File: src/rtl/sirq_pkg.sv
// constants and state types of the shared interrupt status block
package sirq_pkg;

    // ------------------------------------------------------------
    // register and decode layout
    // ------------------------------------------------------------
    localparam int          STATUS_W   = 8;      // one bit per port
    localparam int          ADDR_W     = 10;     // io address a0..a9
    localparam int          WIN_LSB    = 4;      // window starts at a4
    localparam int          SW_W       = ADDR_W - WIN_LSB;
    localparam logic [7:0]  STATUS_RST = 8'hff;  // all ports idle
    localparam logic [7:0]  RDATA_RST  = 8'hff;
    localparam logic        PEND_LEVEL = 1'b0;   // pending reads as 0
    localparam logic        SPEED_HS_LEVEL = 1'b0; // switch on = high

    // ------------------------------------------------------------
    // baud reference timing
    // ------------------------------------------------------------
    localparam int NORMAL_MULT = 1;
    localparam int HIGH_MULT   = 8;
    localparam int CLK_HZ      = 125_000_000;
    localparam int UART_REF_HZ = 1_843_200;
    // longest spacing that still reaches the rate: round down
    localparam int HS_TICK_CYC = CLK_HZ / (UART_REF_HZ * HIGH_MULT);
    localparam int NS_TICK_CYC = HS_TICK_CYC * HIGH_MULT / NORMAL_MULT;
    localparam int TICK_CNT_W  = $clog2(NS_TICK_CYC);

    // all registered state of the top module except the assertion helpers
    typedef struct packed {
        logic [STATUS_W-1:0]   status;
        logic                  irq;
        logic [STATUS_W-1:0]   rdata;
        logic                  oe_n;
        logic                  hs;
        logic [TICK_CNT_W-1:0] tick_cnt;
        logic                  tick;
    } sirq_state_t;

endpackage

File: src/rtl/sirq_sync_if.sv
// carrier between the top module and its pin synchroniser
`timescale 1ns/1ps
`default_nettype none
interface sirq_sync_if #(parameter int W = 1);
    logic [W-1:0] raw;
    logic [W-1:0] sync;
    modport sink (input raw, output sync);
    modport src  (output raw, input sync);
endinterface
`default_nettype wire

File: src/rtl/sirq_sync.sv
// two-flop synchroniser for a group of pin levels
`timescale 1ns/1ps
`default_nettype none
module sirq_sync #(
    parameter int           W   = 1,
    parameter logic [W-1:0] RST = '1
) (
    // clock and reset
    input  wire logic  mclk_i,
    input  wire logic  sys_rst_i,
    // pin levels in, clean levels out
    sirq_sync_if.sink  port_if
);
    typedef struct packed {
        logic [W-1:0] meta;
        logic [W-1:0] clean;
    } sirq_sync_state_t;

    sirq_sync_state_t s_q;
    sirq_sync_state_t s_d;

    // refused at elaboration: a zero-width group has nothing to carry
    if (W < 1)
    begin
        $error("sirq_sync: width must be at least one");
    end

    // first stage feeds only the second stage
    always_comb
    begin
        s_d.meta  = port_if.raw;
        s_d.clean = s_q.meta;
    end

    // constants only under reset
    always_ff @(posedge mclk_i)
    begin
        if (sys_rst_i)
        begin
            s_q <= {RST, RST};
        end
        else
        begin
            s_q <= s_d;
        end
    end

    assign port_if.sync = s_q.clean;
endmodule
`default_nettype wire

File: src/rtl/sirq_top.sv
// shared interrupt status register, window decode and speed reference
`timescale 1ns/1ps
`default_nettype none
module sirq_top
    import sirq_pkg::*;
#(
    parameter int NPORTS = sirq_pkg::STATUS_W
) (
    // clock and reset
    input  wire logic                          mclk_i,
    input  wire logic                          sys_rst_i,
    // per-port receive interrupt requests, active high, same clock
    input  wire logic [NPORTS-1:0]             irq_req_i,
    // io bus pins
    input  wire logic [sirq_pkg::ADDR_W-1:0]   io_addr_i,
    input  wire logic                          io_aen_i,
    input  wire logic                          io_rd_n_i,
    output logic      [sirq_pkg::STATUS_W-1:0] data_o,
    output logic                               data_oe_n_o,
    // configuration switches, 1 = off
    input  wire logic [sirq_pkg::SW_W-1:0]     irq_status_addr_switch_i,
    input  wire logic                          card_config_speed_sw_i,
    // shared interrupt line and baud reference to the port engines
    output logic                               shared_irq_o,
    output logic                               high_speed_o,
    output logic                               baud_tick_o
);
    import sirq_pkg::*;

    // ------------------------------------------------------------
    // checks and pin synchronisation
    // ------------------------------------------------------------
    localparam int SYNC_W = ADDR_W + 2 + SW_W + 1;

    // refused at elaboration: the status byte has only eight lanes
    if (NPORTS < 1 || NPORTS > STATUS_W)
    begin
        $error("sirq_top: NPORTS must be 1 to 8");
    end

    sirq_sync_if #(.W(SYNC_W)) pin_if ();

    logic [ADDR_W-1:0] addr_s;
    logic              aen_s;
    logic              rd_n_s;
    logic [SW_W-1:0]   base_sw_s;
    logic              speed_sw_s;

    // every bus pin and switch is asynchronous to mclk, so all pass two flops; irq_req_i is on the same clock and does not
    assign pin_if.raw = {io_addr_i, io_aen_i, io_rd_n_i,
                         irq_status_addr_switch_i, card_config_speed_sw_i};
    assign {addr_s, aen_s, rd_n_s, base_sw_s, speed_sw_s} = pin_if.sync;

    sirq_sync #(
        .W   (SYNC_W),
        .RST ({SYNC_W{1'b1}})
    ) u_pin_sync (
        .mclk_i    (mclk_i),
        .sys_rst_i (sys_rst_i),
        .port_if   (pin_if)
    );

    // ------------------------------------------------------------
    // next-state logic
    // ------------------------------------------------------------
    sirq_state_t           s_q;
    sirq_state_t           s_d;
    logic [STATUS_W-1:0]   req_w;
    logic                  hit;
    logic [TICK_CNT_W-1:0] reload;

    // unused upper lanes read as idle
    always_comb
    begin
        req_w = '0;
        req_w[NPORTS-1:0] = irq_req_i;
    end

    // window decode
    // low four address bits are don't-care, so all 16 bytes answer
    // switch to address bit
    // off reads as 1, matching the address bit 1 directly
    assign hit = !aen_s && !rd_n_s
              && (addr_s[ADDR_W-1:WIN_LSB] == base_sw_s);

    // period per mode
    // taken from the synced switch, not s_d, to keep the loop open
    assign reload = (speed_sw_s == SPEED_HS_LEVEL)
                  ? TICK_CNT_W'(HS_TICK_CYC - 1)
                  : TICK_CNT_W'(NS_TICK_CYC - 1);

    always_comb
    begin
        s_d = s_q;
        // live sample
        // status follows requests each cycle; reading never alters it
        s_d.status = PEND_LEVEL ? req_w : ~req_w;
        s_d.irq = |req_w;
        // base steps
        // read data present only while the decoded read lasts
        s_d.oe_n  = !hit;
        s_d.rdata = hit ? s_q.status : RDATA_RST;
        s_d.hs = (speed_sw_s == SPEED_HS_LEVEL);
        // eightfold reference
        // mode change restarts the period, avoiding a short tick
        s_d.tick = 1'b0;
        if (s_d.hs != s_q.hs)
        begin
            s_d.tick_cnt = reload;
        end
        else if (s_q.tick_cnt == '0)
        begin
            s_d.tick     = 1'b1;
            s_d.tick_cnt = reload;
        end
        else
        begin
            s_d.tick_cnt = s_q.tick_cnt - 1'b1;
        end
    end

    // state register
    always_ff @(posedge mclk_i)
    begin
        if (sys_rst_i)
        begin
            s_q.status   <= STATUS_RST;
            s_q.irq      <= 1'b0;
            s_q.rdata    <= RDATA_RST;
            s_q.oe_n     <= 1'b1;
            s_q.hs       <= 1'b0;
            s_q.tick_cnt <= TICK_CNT_W'(NS_TICK_CYC - 1);
            s_q.tick     <= 1'b0;
        end
        else
        begin
            s_q <= s_d;
        end
    end

    // outputs straight from flops
    assign data_o       = s_q.rdata;
    assign data_oe_n_o  = s_q.oe_n;
    assign shared_irq_o = s_q.irq;
    assign high_speed_o = s_q.hs;
    assign baud_tick_o  = s_q.tick;

    // ------------------------------------------------------------
    // assertions and their helpers
    // ------------------------------------------------------------
    localparam int HS_GAP = HS_TICK_CYC;
    localparam int NS_GAP = NS_TICK_CYC;

    logic [1:0] warm_q;
    logic [7:0] gap_q;
    logic       gap_ok_q;
    logic       hs_prev_q;

    // cycles since reset, and spacing since last tick in one mode
    always_ff @(posedge mclk_i)
    begin
        if (sys_rst_i)
        begin
            warm_q    <= 2'h0;
            gap_q     <= 8'h00;
            gap_ok_q  <= 1'b0;
            hs_prev_q <= 1'b0;
        end
        else
        begin
            hs_prev_q <= s_q.hs;
            if (warm_q != 2'h3)
                warm_q <= warm_q + 2'h1;
            if (s_q.hs != hs_prev_q)
            begin
                gap_ok_q <= 1'b0;
                gap_q    <= 8'h01;
            end
            else if (s_q.tick)
            begin
                gap_ok_q <= 1'b1;
                gap_q    <= 8'h01;
            end
            else if (gap_q != 8'hff)
                gap_q <= gap_q + 8'h01;
        end
    end
endmodule
`default_nettype wire

File: config.mk
export PLATFORM = sky130hd
export DESIGN_NAME = sirq_top
export DESIGN_NICKNAME = d
export VERILOG_FILES = /design/src/rtl/sirq_pkg.sv /design/src/rtl/sirq_sync_if.sv /design/src/rtl/sirq_sync.sv /design/src/rtl/sirq_top.sv
export SDC_FILE = /design/constraint.sdc
export NUM_CORES = 1
export LEC_CHECK = 0
export ABC_AREA = 1
export BUFFER_PORTS_ARGS = -buffer_cell sky130_fd_sc_hd__buf_4
export CAP_MARGIN = 0
export CORE_ASPECT_RATIO = 2
export CORE_MARGIN = 3
export CORE_UTILIZATION = 55
export CTS_CLUSTER_SIZE = 16
export DETAILED_ROUTE_END_ITERATION = 10
export PLACE_DENSITY = 0.85
export SETUP_SLACK_MARGIN = 0.02
export SLEW_MARGIN = 10
export SYNTH_ARGS = -nofsm -noshare
export SYNTH_HDL_FRONTEND = slang
export SYNTH_SLANG_ARGS = --single-unit
File: constraint.sdc
create_clock -name mclk_i -period 1.8 [get_ports mclk_i]
set_clock_uncertainty 0.05 [all_clocks]
set_input_delay 0.18 -clock mclk_i [delete_from_list [all_inputs] [get_ports mclk_i]]
set_output_delay 0.18 -clock mclk_i [all_outputs]
set_load 0.1 [all_outputs]
Word-level counts from Yosys, hierarchy flattened. Cells that the tools add are included. W data, S select, Z words.

Logic and storage cells: 28. Input bits: 29. Register bits: 64.

Multiplexer cells: 4. Equality and inequality tests: 2. Reductions and logical operators: 9. Bitwise gates (word level): 3. Add/subtract/negate cells: 1.

Operators by type and width (number): $mux W6 (3); $not A8 Y8 (1); $reduce_or A8 Y1 (1); $eq A6 B6 Y1 (1); $logic_not A6 Y1 (1); $sub A6 B1 Y6 const B (1); $reduce_or A2 Y1 (2); $logic_not A1 Y1 (3); $logic_and A1 B1 Y1 (2); $not A1 Y1 (2); $mux W1 (1); $ne A1 B1 Y1 (1).

Depth between registers and ports, before layout. Gate-level depths: netlist (run 1).

Depth after elaboration: 5. Gate-level depth with buffers: 9. Gate-level depth less buffers: 9.

By module. Synthesis (run 1) repeated with hierarchy kept, for this count alone.

Cell total of the unflattened synthesis: 249. Area, all modules: 2135.8 um^2.

Modules (own cells, without submodules): sirq_sync (instances 1, area each 1093.5 um^2, sequential area each 760.7 um^2, cells each 119); sirq_top (instances 1, area each 1042.2 um^2, sequential area each 520.5 um^2, cells each 130).

Worst setup path before layout (run 1). Ideal clock, no wire load.

Path kind: flip-flop to flip-flop. Start point: register s_q, in the netlist high_speed_o. End point: register s_q[1] (netlist name). Arrival: 1.603 ns. Setup slack: 0.022 ns. Setup time: 0.125 ns. Clock period less this slack: 1.778 ns. Stages on the path, launching flop included: 6. Buffers on the path: 0. Path through: dfxtp_1 nor2_1 nor2_4 nand2_1 a31oi_1 nand2_1.

Word-level cells in the longest chain between the ends: 2.

RTL lines: from (decl) (line sirq_top.sv:66) `sirq_state_t s_q;`; $ne A1 B1 Y1 (line sirq_top.sv:107) `if (s_d.hs != s_q.hs)`; $mux W6 (line sirq_top.sv:107).

No other way between the ends. A chain may end at the register's enable or synchronous reset.

Worst setup path in the final report (run 1).
Start point: register s_q[1] (netlist name). End point: register s_q[5] (netlist name).

Word-level cells in the longest chain between the ends: 3.

RTL lines: $sub A6 B1 Y6 or $logic_not A6 Y1 (tied branches) (line sirq_top.sv:118, sirq_top.sv:111); $mux W6 * (line sirq_top.sv:111) `else if (s_q.tick_cnt == '0)`; $mux W6 * (line sirq_top.sv:107).

Mark *: on every way between the ends. The rest lies on a longest branch, timed or not.

==> results of run 1 <==
[path summary, 6_finish.rpt]
path                  end  slack [ns]  cells after the start
setup / recovery   s_q[5]        0.51                      7
setup reg to reg   s_q[5]        0.51                      7
hold reg to reg    s_q[1]        0.35                      1
hold / removal    s_q[19]       0.002                      2
[synth_stat cells, drive strengths merged]
library cell,instances,area share
clkinv,1,0.0020
buf,8,0.033
clkbuf,3,0.0061
or2,32,0.11
nand3b,2,0.0081
dfxtp,56,0.61
ha,2,0.014
nor4,2,0.0068
xnor2,2,0.0095
o211ai,1,0.0041
a31oi,1,0.0034
xor2,2,0.0095
nor3,1,0.0088
a21oi,1,0.0027
nand2,36,0.073
nand3,12,0.033
inv,16,0.033
nand4,2,0.0068
nor2,12,0.030
[flip-flops by register name (all words and copies together), names as in the netlist]
| signal | cells |
|---|---|
| high_speed_o | 1 |
| data_oe_n_o | 1 |
| data_o | 8 |
| shared_irq_o | 1 |
| s_q | 14 |
| u_pin_sync.s_d | 15 |
| baud_tick_o | 1 |
| u_pin_sync.port_if.sync | 15 |
[kinds of logic after synthesis]
family	after synthesis
simple gates	99
flops	56
buf+inv	28
xor+xnor	4
compound gates	3
fa+ha+maj	2
[per-stage QoR]
step           instance area (um2)  power, uW
3_5_place_dp                  2079       1504
5_1_grt                       2295       2406
4_1_cts                       2275       2316
3_3_place_gp                  2079       1496
2_1_floorplan                 1842       1439
6_report                      2295       2299
[report_power, final]
part / switching (uW) / leakage, uW / internal, uW
logic: 87.9 / 0.000568 / 94.7
registers: 18.5 / 0.000463 / 1290
clock network: 385 / 0.0000600 / 422
[cells in the final DEF, fill, tap and decap left out, types with 5 or more instances in the layout]
master         netlist  final
dfxtp_1             56     56
dlygate4sd3_1        0     10
nand3_1             12     12
or2_2               32     32
clkbuf_8             0      5
buf_4                8     36
nor2_1              10     10
nand2_1             36     36
inv_1               16     16
[final cells by class]
| cell class | count | area, um2 | area share |
|---|---|---|---|
| sequential | 56 | 1121 | 0.4886 |
| multi-input combinational | 108 | 585.6 | 0.2552 |
| timing repair buffer | 46 | 370.4 | 0.1614 |
| clock buffer | 5 | 68.82 | 0.02999 |
| inverter | 17 | 63.81 | 0.02781 |
| clock inverter | 3 | 46.29 | 0.02017 |
| tap | 31 | 38.79 | 0.01690 |
[routing by layer]
metal	wire, um	up-vias	share of wire
li1	-	663	-
met1	1036	527	0.39
met2	1439	33	0.54
met3	122	7	0.046
met4	67	0	0.025
met5	0	-	0
==> summary.txt, run 1 <==
STA
  • Final Cycle Share: 0.7139
  • Least-Margin Pin Slew: 0.3798 ns
  • Final setup violation count: 0
  • Final WS setup: 0.5149 ns
  • Setup_tns: 0 ns
  • Pins Over Slew Limit: 0
  • Worst hold slack: 0.002423 ns
  • Final hold vios: 0
  • Fin crit period: 1.285 ns
  • Fmax: 0.7782 GHz
  • RSZ-0062 raised after global routing: no
  • Max_slew headroom: 0.7444

Detailed routing
  • Vias: 1230
  • WL final: 2664 um
  • DRT Pass-1 Iters: 4
  • DRT iter0 DRCs: 6
  • WL/cell: 10.02 um
  • Post-route ant nets: 0
  • Vias per cell: 4.624
  • DRC Markers: 0

Min path
  • Hold Crit Class: input port to flip-flop
  • Hold path start: irq_req_i[1]

GRT
  • Total gr overflow: 0
  • Grt met1 use: 0.1508
  • Global-route wire length before repair: 4402 um
  • Largest net degree at the start of global routing: 36
  • Antenna violations before repair: 0
  • GR Util All Layers: 0.1467
  • Vias in the first global route: 1158
  • GRT busiest layer: met2
  • GR Util met2: 0.2565
  • Met3 Use GR: 0.02469

Yosys
  • Largest family of logic cells by synthesized area: simple AND/OR/NAND/NOR gates
  • Adder-cell share of the synthesized area: 0.01359
  • Synth Area in Compound Gates: 0.01019
  • Syn avg cell area: 9.593 um2
  • Mapped cell area: 1842 um2
  • Xor/xnor cell area share of the yosys netlist: 0.01902
  • #FFs+latches synth: 56
  • Distinct cell type count after synthesis: 21
  • Syn nets: 223
  • Syn Inst Count: 192
  • Synth Area in Simple Gates: 0.2751
  • Warnings, synthesis: 0
  • Proportion of synthesized area in mux cells: 0
  • Seq/Total Area, Yosys: 0.6087

Worst setup path
  • Crit. Startpoint: s_q[1]
  • R2R Path Start: s_q[1]
  • Buf/Inv on CP: 1
  • CP arrival: 1.43 ns
  • Startpoint Class: flip-flop
  • Critical Path RT: 1.95 ns
  • Most common cell on crit path: nand2_1
  • Slowest-stage cell, CP: dfxtp_1
  • Crit end category: flip-flop
  • Top Family by Delay on Critical Path: simple AND/OR/NAND/NOR gates
  • Crit-path max cell delay: 0.32 ns
  • CP max FO: 6
  • Cell Chain, Critical Path: inv_1, ha_1, nand3_1, nand2_1, nand2_1, nand2_1, nand2_1
  • Critical setup path kind: flip-flop to flip-flop

Finish
  • Final core utilization: 0.7187
  • Area Growth Syn to Fin: 24.59%
  • # fillers: 239
  • Ant diodes: 0
  • NumNets Final: 265
  • Share of cells above drive strength 1: 0.3362
  • Post-route insts no fill: 266

Clocking
  • Longest Clk Path Bufs: 2
  • Reg clk slew, reported paths: 0.10 ns
  • Clock sink count: 56
  • H-tree levels: 2
  • CTS resizes: 0
  • Clk Latency, worst-skew pair: 0.29 ns
  • # hold bufs at CTS: 8
  • CTS tree: built
  • Total CTS buffers: 5
  • Post-CTS Setup Bufs: 0
  • Clk root buf: clkbuf_8

Pwr
  • Pwr per Cell Area: 1002 nW/um2
  • Leakage power figure: 0.001091 uW
  • Peak VDD IR: 0.0009872 V

Placed design
  • Pre-CTS setup slack: 0.5271 ns
  • Post-detail-place hpwl: 1799 um
  • Dpl cells: 248
  • Port bufs: 36
  • Routability cong.: 0.8679

Floorplanning
  • Die height: 87.84 um
  • Core area: 3193 um2
  • Die Wd: 46.92 um
  • Initial Util: 0.5768
  • Full die area: 4121 um2
  • Row count: 29
  • Ports: 41

Status
  • Run status: complete, no violations

Run
  • Max_cap viols: 0
No activity file was read; power rests on OpenSTA's default activity.
==> inputs of run 2 (changes only) <==
--- a/config.mk
+++ b/config.mk
@@ -10,10 +10,10 @@
 export CAP_MARGIN = 0
 export CORE_ASPECT_RATIO = 2
 export CORE_MARGIN = 3
-export CORE_UTILIZATION = 55
+export CORE_UTILIZATION = 52
 export CTS_CLUSTER_SIZE = 16
 export DETAILED_ROUTE_END_ITERATION = 10
-export PLACE_DENSITY = 0.85
+export PLACE_DENSITY = 0.81
 export SETUP_SLACK_MARGIN = 0.02
 export SLEW_MARGIN = 10
 export SYNTH_ARGS = -nofsm -noshare
==> constraint.sdc (replaced) <==
create_clock -name mclk_i -period 1.3 [get_ports mclk_i]
set_clock_uncertainty 0.05 [all_clocks]
set_input_delay 0.13 -clock mclk_i [delete_from_list [all_inputs] [get_ports mclk_i]]
set_output_delay 0.13 -clock mclk_i [all_outputs]
set_load 0.1 [all_outputs]
==> run 2 against run 1 <==
  * Design area grew 7.7%
  * Clock power up 11%
  * Power up 31%
  * First-iteration DRC count is 17% higher
  * Non-clock buffer count is 16 higher
  * Sequential power grew 38%
  * Count of clock-buffer cells in the layout increased by 1
  * Critical path depth is 2 lower
==> summary.txt, run 2 (synthesis results as in run 1) <==
Detailed routing
  • DRT iter0 DRCs: 7 (was 6)
  • WL final: 2784 um (was 2664 um)
  • Post-route ant nets: 0 (unchanged)
  • Vias per cell: 4.378 (was 4.624)
  • Vias: 1309 (was 1230)
  • DRC Markers: 0 (unchanged)
  • WL/cell: 9.311 um (was 10.02 um)
  • DRT Pass-1 Iters: 2 (was 4)

Floorplanning
  • Row count: 30 (was 29)
  • Full die area: 4335 um2 (was 4121 um2)
  • Core area: 3416 um2 (was 3193 um2)
  • Die height: 90.17 um (was 87.84 um)
  • Ports: 41 (unchanged)
  • Die Wd: 48.08 um (was 46.92 um)
  • Initial Util: 0.5392 (was 0.5768)

Pwr
  • Peak VDD IR: 0.001467 V (was 0.0009872 V)
  • Pwr per Cell Area: 1216 nW/um2 (was 1002 nW/um2)
  • Tot Pwr: 3006 uW (was 2299 uW)
  • Leakage power figure: 0.001140 uW (was 0.001091 uW)

Placed design
  • Pre-CTS setup slack: 0.05075 ns (was 0.5271 ns)
  • Post-detail-place hpwl: 1835 um (was 1799 um)
  • Area after DPL: 2120 um2 (was 2079 um2)
  • Routability cong.: 0.7948 (was 0.8679)
  • Port bufs: 36 (unchanged)

Finish
  • Share of cells above drive strength 1: 0.3466 (was 0.3362)
  • Ant diodes: 0 (unchanged)
  • Register area: 1125 um2 (was 1121 um2)
  • Design Area, Final: 2471 um2 (was 2295 um2)
  • Multi-input logic area: 606.8 um2 (was 585.6 um2)
  • Commonest non-fill, non-tap cell in the layout: dfxtp_1 (unchanged)
  • Area Growth Syn to Fin: 34.17% (was 24.59%)
  • Most frequent cells in the layout: dfxtp_1 (55), buf_4 (38), nand2_1 (36) (was dfxtp_1 (56), nand2_1 (36), buf_4 (36))
  • NumNets Final: 281 (was 265)
  • # fillers: 253 (was 239)

Clocking
  • Clock sink count: 56 (unchanged)
  • Clk root buf: clkbuf_8 (unchanged)
  • Total CTS buffers: 5 (unchanged)
  • Clk Latency, worst-skew pair: 0.30 ns (was 0.29 ns)
  • Longest Clk Path Bufs: 2 (unchanged)
  • CTS tree: built (unchanged)
  • Reg clk slew, reported paths: 0.09 ns (was 0.10 ns)
  • H-tree levels: 2 (unchanged)

Worst setup path
  • Critical setup path kind: flip-flop to flip-flop (unchanged)
  • Crit end category: flip-flop (unchanged)
  • CP max FO: 9 (was 6)
  • CP arrival: 1.32 ns (was 1.43 ns)
  • Startpoint Class: flip-flop (unchanged)
  • Critical R2R Capture: data_o[1] (was s_q[5])
  • R2R Setup Slk: 0.12 ns (was 0.51 ns)
  • Critical Path RT: 1.44 ns (was 1.95 ns)
  • Reg2Reg Depth: 5 (was 7)
  • R2R Path Start: u_pin_sync.port_if.sync[4] (was s_q[1])

GRT
  • GR Util All Layers: 0.1550 (was 0.1467)
  • Total gr overflow: 0 (unchanged)
  • Global-route wire length before repair: 4885 um (was 4402 um)
  • Vias in the first global route: 1263 (was 1158)
  • Largest net degree at the start of global routing: 34 (was 36)
  • Antenna violations before repair: 0 (unchanged)

STA
  • Least-Margin Pin Slew: 0.3309 ns (was 0.3798 ns)
  • Final Cycle Share: 0.9091 (was 0.7139)
  • Fmax: 0.8462 GHz (was 0.7782 GHz)
  • Final WS setup: 0.1182 ns (was 0.5149 ns)
  • Fin crit period: 1.182 ns (was 1.285 ns)
  • Setup_tns: 0 ns (unchanged)
  • Pins Over Slew Limit: 0 (unchanged)
  • Final hold vios: 0 (unchanged)
  • Max_slew headroom: 0.7774 (was 0.7444)
  • RSZ-0062 raised after global routing: no (unchanged)
  • Final setup violation count: 0 (unchanged)

Min path
  • Hold Path Sink: s_q[19] (unchanged)
  • Hold path start: sys_rst_i (was irq_req_i[1])
  • Hold Path Depth: 3 (was 2)
  • Hold Crit Class: input port to flip-flop (unchanged)

Run
  • Max_cap viols: 0 (unchanged)

Status
  • Run status: complete, no violations (unchanged)
-- run 2: cell count changes in the layout (fill, tap and decap cells not counted), sizes merged --
cell	change
clkinvlp	+1
dlygate4sd3	+13
buf	+3
bufinv	-1
clkbuf	+1
inv	-1
-- run 2: layer usage --
layer	GRT usage	up-vias	routed length [um]
li1	-	694	-
met1	0.1506	571	1056
met2	0.2655	36	1520
met3	0.04008	8	110
met4	0.08989	0	96
met5	0	-	0
-- run 2: layout make-up --
class | instances | area share
clock buffers | 6 | 0.02937
clock inverters | 2 | 0.006582
inverters | 17 | 0.02582
multi-input cells | 108 | 0.2456
flip-flops and latches | 56 | 0.4552
well taps | 48 | 0.02430
repair buffers | 62 | 0.2132
-- run 2: worst max-delay path, stage by stage (launching register included) --
cell and delay [ns]:
dfxtp_1 0.32, xnor2_1 0.15, nand3_1 0.14, nor3_4 0.20
buf_6 0.15, nand3_1 0.06
-- run 2: worst max-delay path by stage --
stage | end | start | slack (ns) | depth (start not counted)
after detailed placement | s_q[6] | s_q[1] | 0.05 | 7
after floorplan | s_q[1] | high_speed_o | 0.03 | 5
final | data_o[1] | u_pin_sync.port_if.sync[4] | 0.12 | 5
after CTS | s_q[6] | s_q[1] | 0.04 | 7
after global placement | s_q[6] | s_q[1] | 0.07 | 7
after global routing | s_q[5] | s_q[1] | 0.01 | 9
-- run 2: repair_timing --
action,CTS,global route
setup endpoints to repair,0,12
resized for setup,0,7
hold endpoints to repair,23,0
hold buffers,23,0
setup buffers,0,1
-- run 2: power breakdown --
part | total, uW | internal, uW | leakage, uW | switching (uW)
combinational | 295 | 164 | 0.000635 | 132
sequential | 1810 | 1790 | 0.000464 | 26.3
clock | 898 | 384 | 0.0000414 | 515
-- run 2: per-stage QoR --
| step | util | cells | hold slack [ns] |
|---|---|---|---|
| global route | 0.7234 | 299 | 0.06943 |
| finish | 0.7234 | 299 | 0.07389 |
| global placement | 0.6205 | 267 | 0.2584 |
| detailed placement | 0.6205 | 267 | 0.2583 |
| floorplan | - | 192 | 0.1500 |
| CTS | 0.7139 | 298 | 0.06820 |
==> inputs of run 3 (changes only) <==
--- a/config.mk
+++ b/config.mk
@@ -6,14 +6,14 @@
 export NUM_CORES = 1
 export LEC_CHECK = 0
 export ABC_AREA = 1
-export BUFFER_PORTS_ARGS = -buffer_cell sky130_fd_sc_hd__buf_4
 export CAP_MARGIN = 0
 export CORE_ASPECT_RATIO = 2
 export CORE_MARGIN = 3
-export CORE_UTILIZATION = 52
+export CORE_UTILIZATION = 55
 export CTS_CLUSTER_SIZE = 16
 export DETAILED_ROUTE_END_ITERATION = 10
-export PLACE_DENSITY = 0.81
+export DONT_BUFFER_PORTS = 1
+export PLACE_DENSITY = 0.74
 export SETUP_SLACK_MARGIN = 0.02
 export SLEW_MARGIN = 10
 export SYNTH_ARGS = -nofsm -noshare
==> constraint.sdc (replaced) <==
create_clock -name mclk_i -period 1.3 [get_ports mclk_i]
set_clock_uncertainty 0.05 [all_clocks]
set_input_delay 0.26 -clock mclk_i [delete_from_list [all_inputs] [get_ports mclk_i]]
set_output_delay 0.26 -clock mclk_i [all_outputs]
set_load 0.05 [all_outputs]
==> run 3 against run 2 <==
  * Via count fell by 4.0%
  * First-iteration DRC count is 14% higher
  * Worst setup slack got worse by 0.073 ns
  * Global-route usage rose by 1.9 points
==> summary.txt, run 3 (synthesis results as in run 1) <==
Status
  • Run status: complete, no violations (unchanged)

GRT
  • Global-route wire length before repair: 5043 um (was 4885 um)
  • Antenna violations before repair: 0 (unchanged)
  • Total gr overflow: 0 (unchanged)
  • Largest net degree at the start of global routing: 19 (was 34)
  • Vias in the first global route: 1213 (was 1263)
  • GR Util All Layers: 0.1738 (was 0.1550)

Pwr
  • Sw Pwr: 676.7 uW (was 672.6 uW)
  • Switching share of total power: 0.2014 (was 0.2238)
  • Pwr per Cell Area: 1481 nW/um2 (was 1216 nW/um2)
  • Peak VDD IR: 0.001795 V (was 0.001467 V)
  • Tot Pwr: 3360 uW (was 3006 uW)
  • Flop pwr share: 0.543 (was 0.603)
  • Logic pwr share: 0.066 (was 0.098)
  • Clock share of power: 0.391 (was 0.299)
  • Leakage power figure: 0.001016 uW (was 0.001140 uW)
  • Internal: 2684 uW (was 2333 uW)

Worst setup path
  • Reg2Reg Depth: 2 (was 5)
  • Startpoint Class: flip-flop (unchanged)
  • R2R Setup Slk: 0.04 ns (was 0.12 ns)
  • CP max FO: 1 (was 9)
  • CP arrival: 1.40 ns (was 1.32 ns)
  • Critical Path RT: 1.45 ns (was 1.44 ns)
  • R2R Path Start: u_pin_sync.s_d[17] (was u_pin_sync.port_if.sync[4])
  • Crit end category: flip-flop (unchanged)
  • Critical R2R Capture: u_pin_sync.port_if.sync[17] (was data_o[1])
  • Critical setup path kind: flip-flop to flip-flop (unchanged)

Detailed routing
  • WL/cell: 12.25 um (was 9.311 um)
  • WL final: 3050 um (was 2784 um)
  • Post-route ant nets: 0 (unchanged)
  • Vias per cell: 5.048 (was 4.378)
  • Vias: 1257 (was 1309)
  • DRC Markers: 0 (unchanged)
  • DRT Pass-1 Iters: 4 (was 2)
  • DRT iter0 DRCs: 8 (was 7)

Finish
  • Ant diodes: 0 (unchanged)
  • Area Growth Syn to Fin: 23.17% (was 34.17%)
  • Post-route insts no fill: 249 (was 299)
  • # fillers: 214 (was 253)
  • NumNets Final: 248 (was 281)
  • Final core utilization: 0.7104 (was 0.7234)
  • Most frequent cells in the layout: dfxtp_1 (52), nand2_1 (36), or2_2 (32) (was dfxtp_1 (55), buf_4 (38), nand2_1 (36))
  • Share of cells above drive strength 1: 0.2661 (was 0.3466)
  • Commonest non-fill, non-tap cell in the layout: dfxtp_1 (unchanged)

Placed design
  • Pre-CTS setup slack: 0.02506 ns (was 0.05075 ns)
  • Routability cong.: 0.7327 (was 0.7948)
  • Post-detail-place hpwl: 1813 um (was 1835 um)
  • Dpl cells: 213 (was 267)
  • Port bufs: 0 (was 36)

STA
  • Setup_tns: 0 ns (unchanged)
  • Fin crit period: 1.255 ns (was 1.182 ns)
  • Final setup violation count: 0 (unchanged)
  • Final hold vios: 0 (unchanged)
  • Pins Over Slew Limit: 0 (unchanged)
  • Final WS setup: 0.04489 ns (was 0.1182 ns)
  • Fmax: 0.7967 GHz (was 0.8462 GHz)
  • Final Cycle Share: 0.9655 (was 0.9091)
  • Least-Margin Pin Slew: 0.4926 ns (was 0.3309 ns)
  • RSZ-0062 raised after global routing: yes (was no)
  • Max_slew headroom: 0.6705 (was 0.7774)

Min path
  • Hold Crit Class: input port to flip-flop (unchanged)
  • Hold path start: sys_rst_i (unchanged)
  • Hold Path Sink: u_pin_sync.port_if.sync[0] (was s_q[19])
  • Hold Path Depth: 1 (was 3)

Floorplanning
  • Full die area: 4121 um2 (was 4335 um2)
  • Row count: 29 (was 30)
  • Initial Util: 0.5768 (was 0.5392)
  • Die height: 87.84 um (was 90.17 um)
  • Core area: 3193 um2 (was 3416 um2)
  • Die Wd: 46.92 um (was 48.08 um)
  • Ports: 41 (unchanged)

Clocking
  • Clk Latency, worst-skew pair: 0.31 ns (was 0.30 ns)
  • Clk root buf: clkbuf_8 (unchanged)
  • Total CTS buffers: 5 (unchanged)
  • Clock sink count: 56 (unchanged)
  • Reg clk slew, reported paths: 0.09 ns (about the same)
  • H-tree levels: 2 (unchanged)
  • CTS tree: built (unchanged)
  • Longest Clk Path Bufs: 2 (unchanged)

Run
  • Max_cap viols: 0 (unchanged)
## run 3: cell types whose count changed in the layout (fill, tap and decap cells not counted), sizes merged
| cell | change |
|---|---|
| buf | -36 |
| bufinv | +2 |
| clkbuf | -1 |
| clkinv | -1 |
| clkinvlp | -1 |
| dlygate4sd3 | +3 |
| inv | +1 |
## run 3: area by class of cell
type / count / area, um2 / area share
Clock buffer: 5 / 68.82 / 0.03034
Sequential cell: 56 / 1126 / 0.4964
Timing Repair Buffer: 29 / 284.0 / 0.1252
Multi-Input combinational cell: 108 / 618.1 / 0.2725
Tap cell: 31 / 38.79 / 0.01710
Clock inverter: 3 / 68.82 / 0.03034
Inverter: 17 / 63.81 / 0.02813
## run 3: timing repair
action                                 in CTS  in global routing
buffers inserted                            0                  1
hold buffers                               25                  1
endpoints found under the hold margin      32                  7
pin swaps                                   0                  3
setup endpoints to repair                   1                 14
resized for setup                           1                 12
cloned                                      0                  1
## run 3: critical path, cell delays in order (launching register included)
cell,delay [ns]
dfxtp_1,0.30
or2_2,0.26
dlygate4sd3_1,0.54
## run 3: how the worst max path moves through the flow
stage / start / end / slack, ns / cells past startpoint
after CTS: data_o[7] / data_o[7] / 0.04 / 0
after floorplan: high_speed_o / s_q[1] / 0.08 / 5
after global placement: s_q[1] / s_q[6] / 0.10 / 7
after detailed placement: s_q[1] / s_q[6] / 0.03 / 7
after global routing: u_pin_sync.port_if.sync[16] / data_o[5] / -0.02 / 5
final: u_pin_sync.s_d[17] / u_pin_sync.port_if.sync[17] / 0.04 / 2
## run 3: stage by stage
step	cell area, um2	hold slack (ns)
after CTS	2206	0.00003741
final	2268	0.007876
after global routing	2268	-0.01519
after global placement	1818	0.2761
after floorplan	1843	0.2800
after detailed placement	1818	0.2793
## run 3: power groups by stage
stage                     logic, uW  registers (uW)  clock network, uW
final                           222            1820               1310
after floorplan                 126            1860                  0
after detailed placement        143            1860                  0
after global routing            250            1830               1410
after global placement          135            1860                  0
after CTS                       211            1820               1340
## run 3: routing by layer
| metal | routed length [um] | up-vias | GRT usage |
|---|---|---|---|
| met3 | 155 | 7 | 0.05967 |
| met4 | 84 | 0 | 0.08312 |
| li1 | - | 629 | - |
| met1 | 987 | 588 | 0.1658 |
| met2 | 1824 | 33 | 0.3098 |
| met5 | 0 | - | 0 |
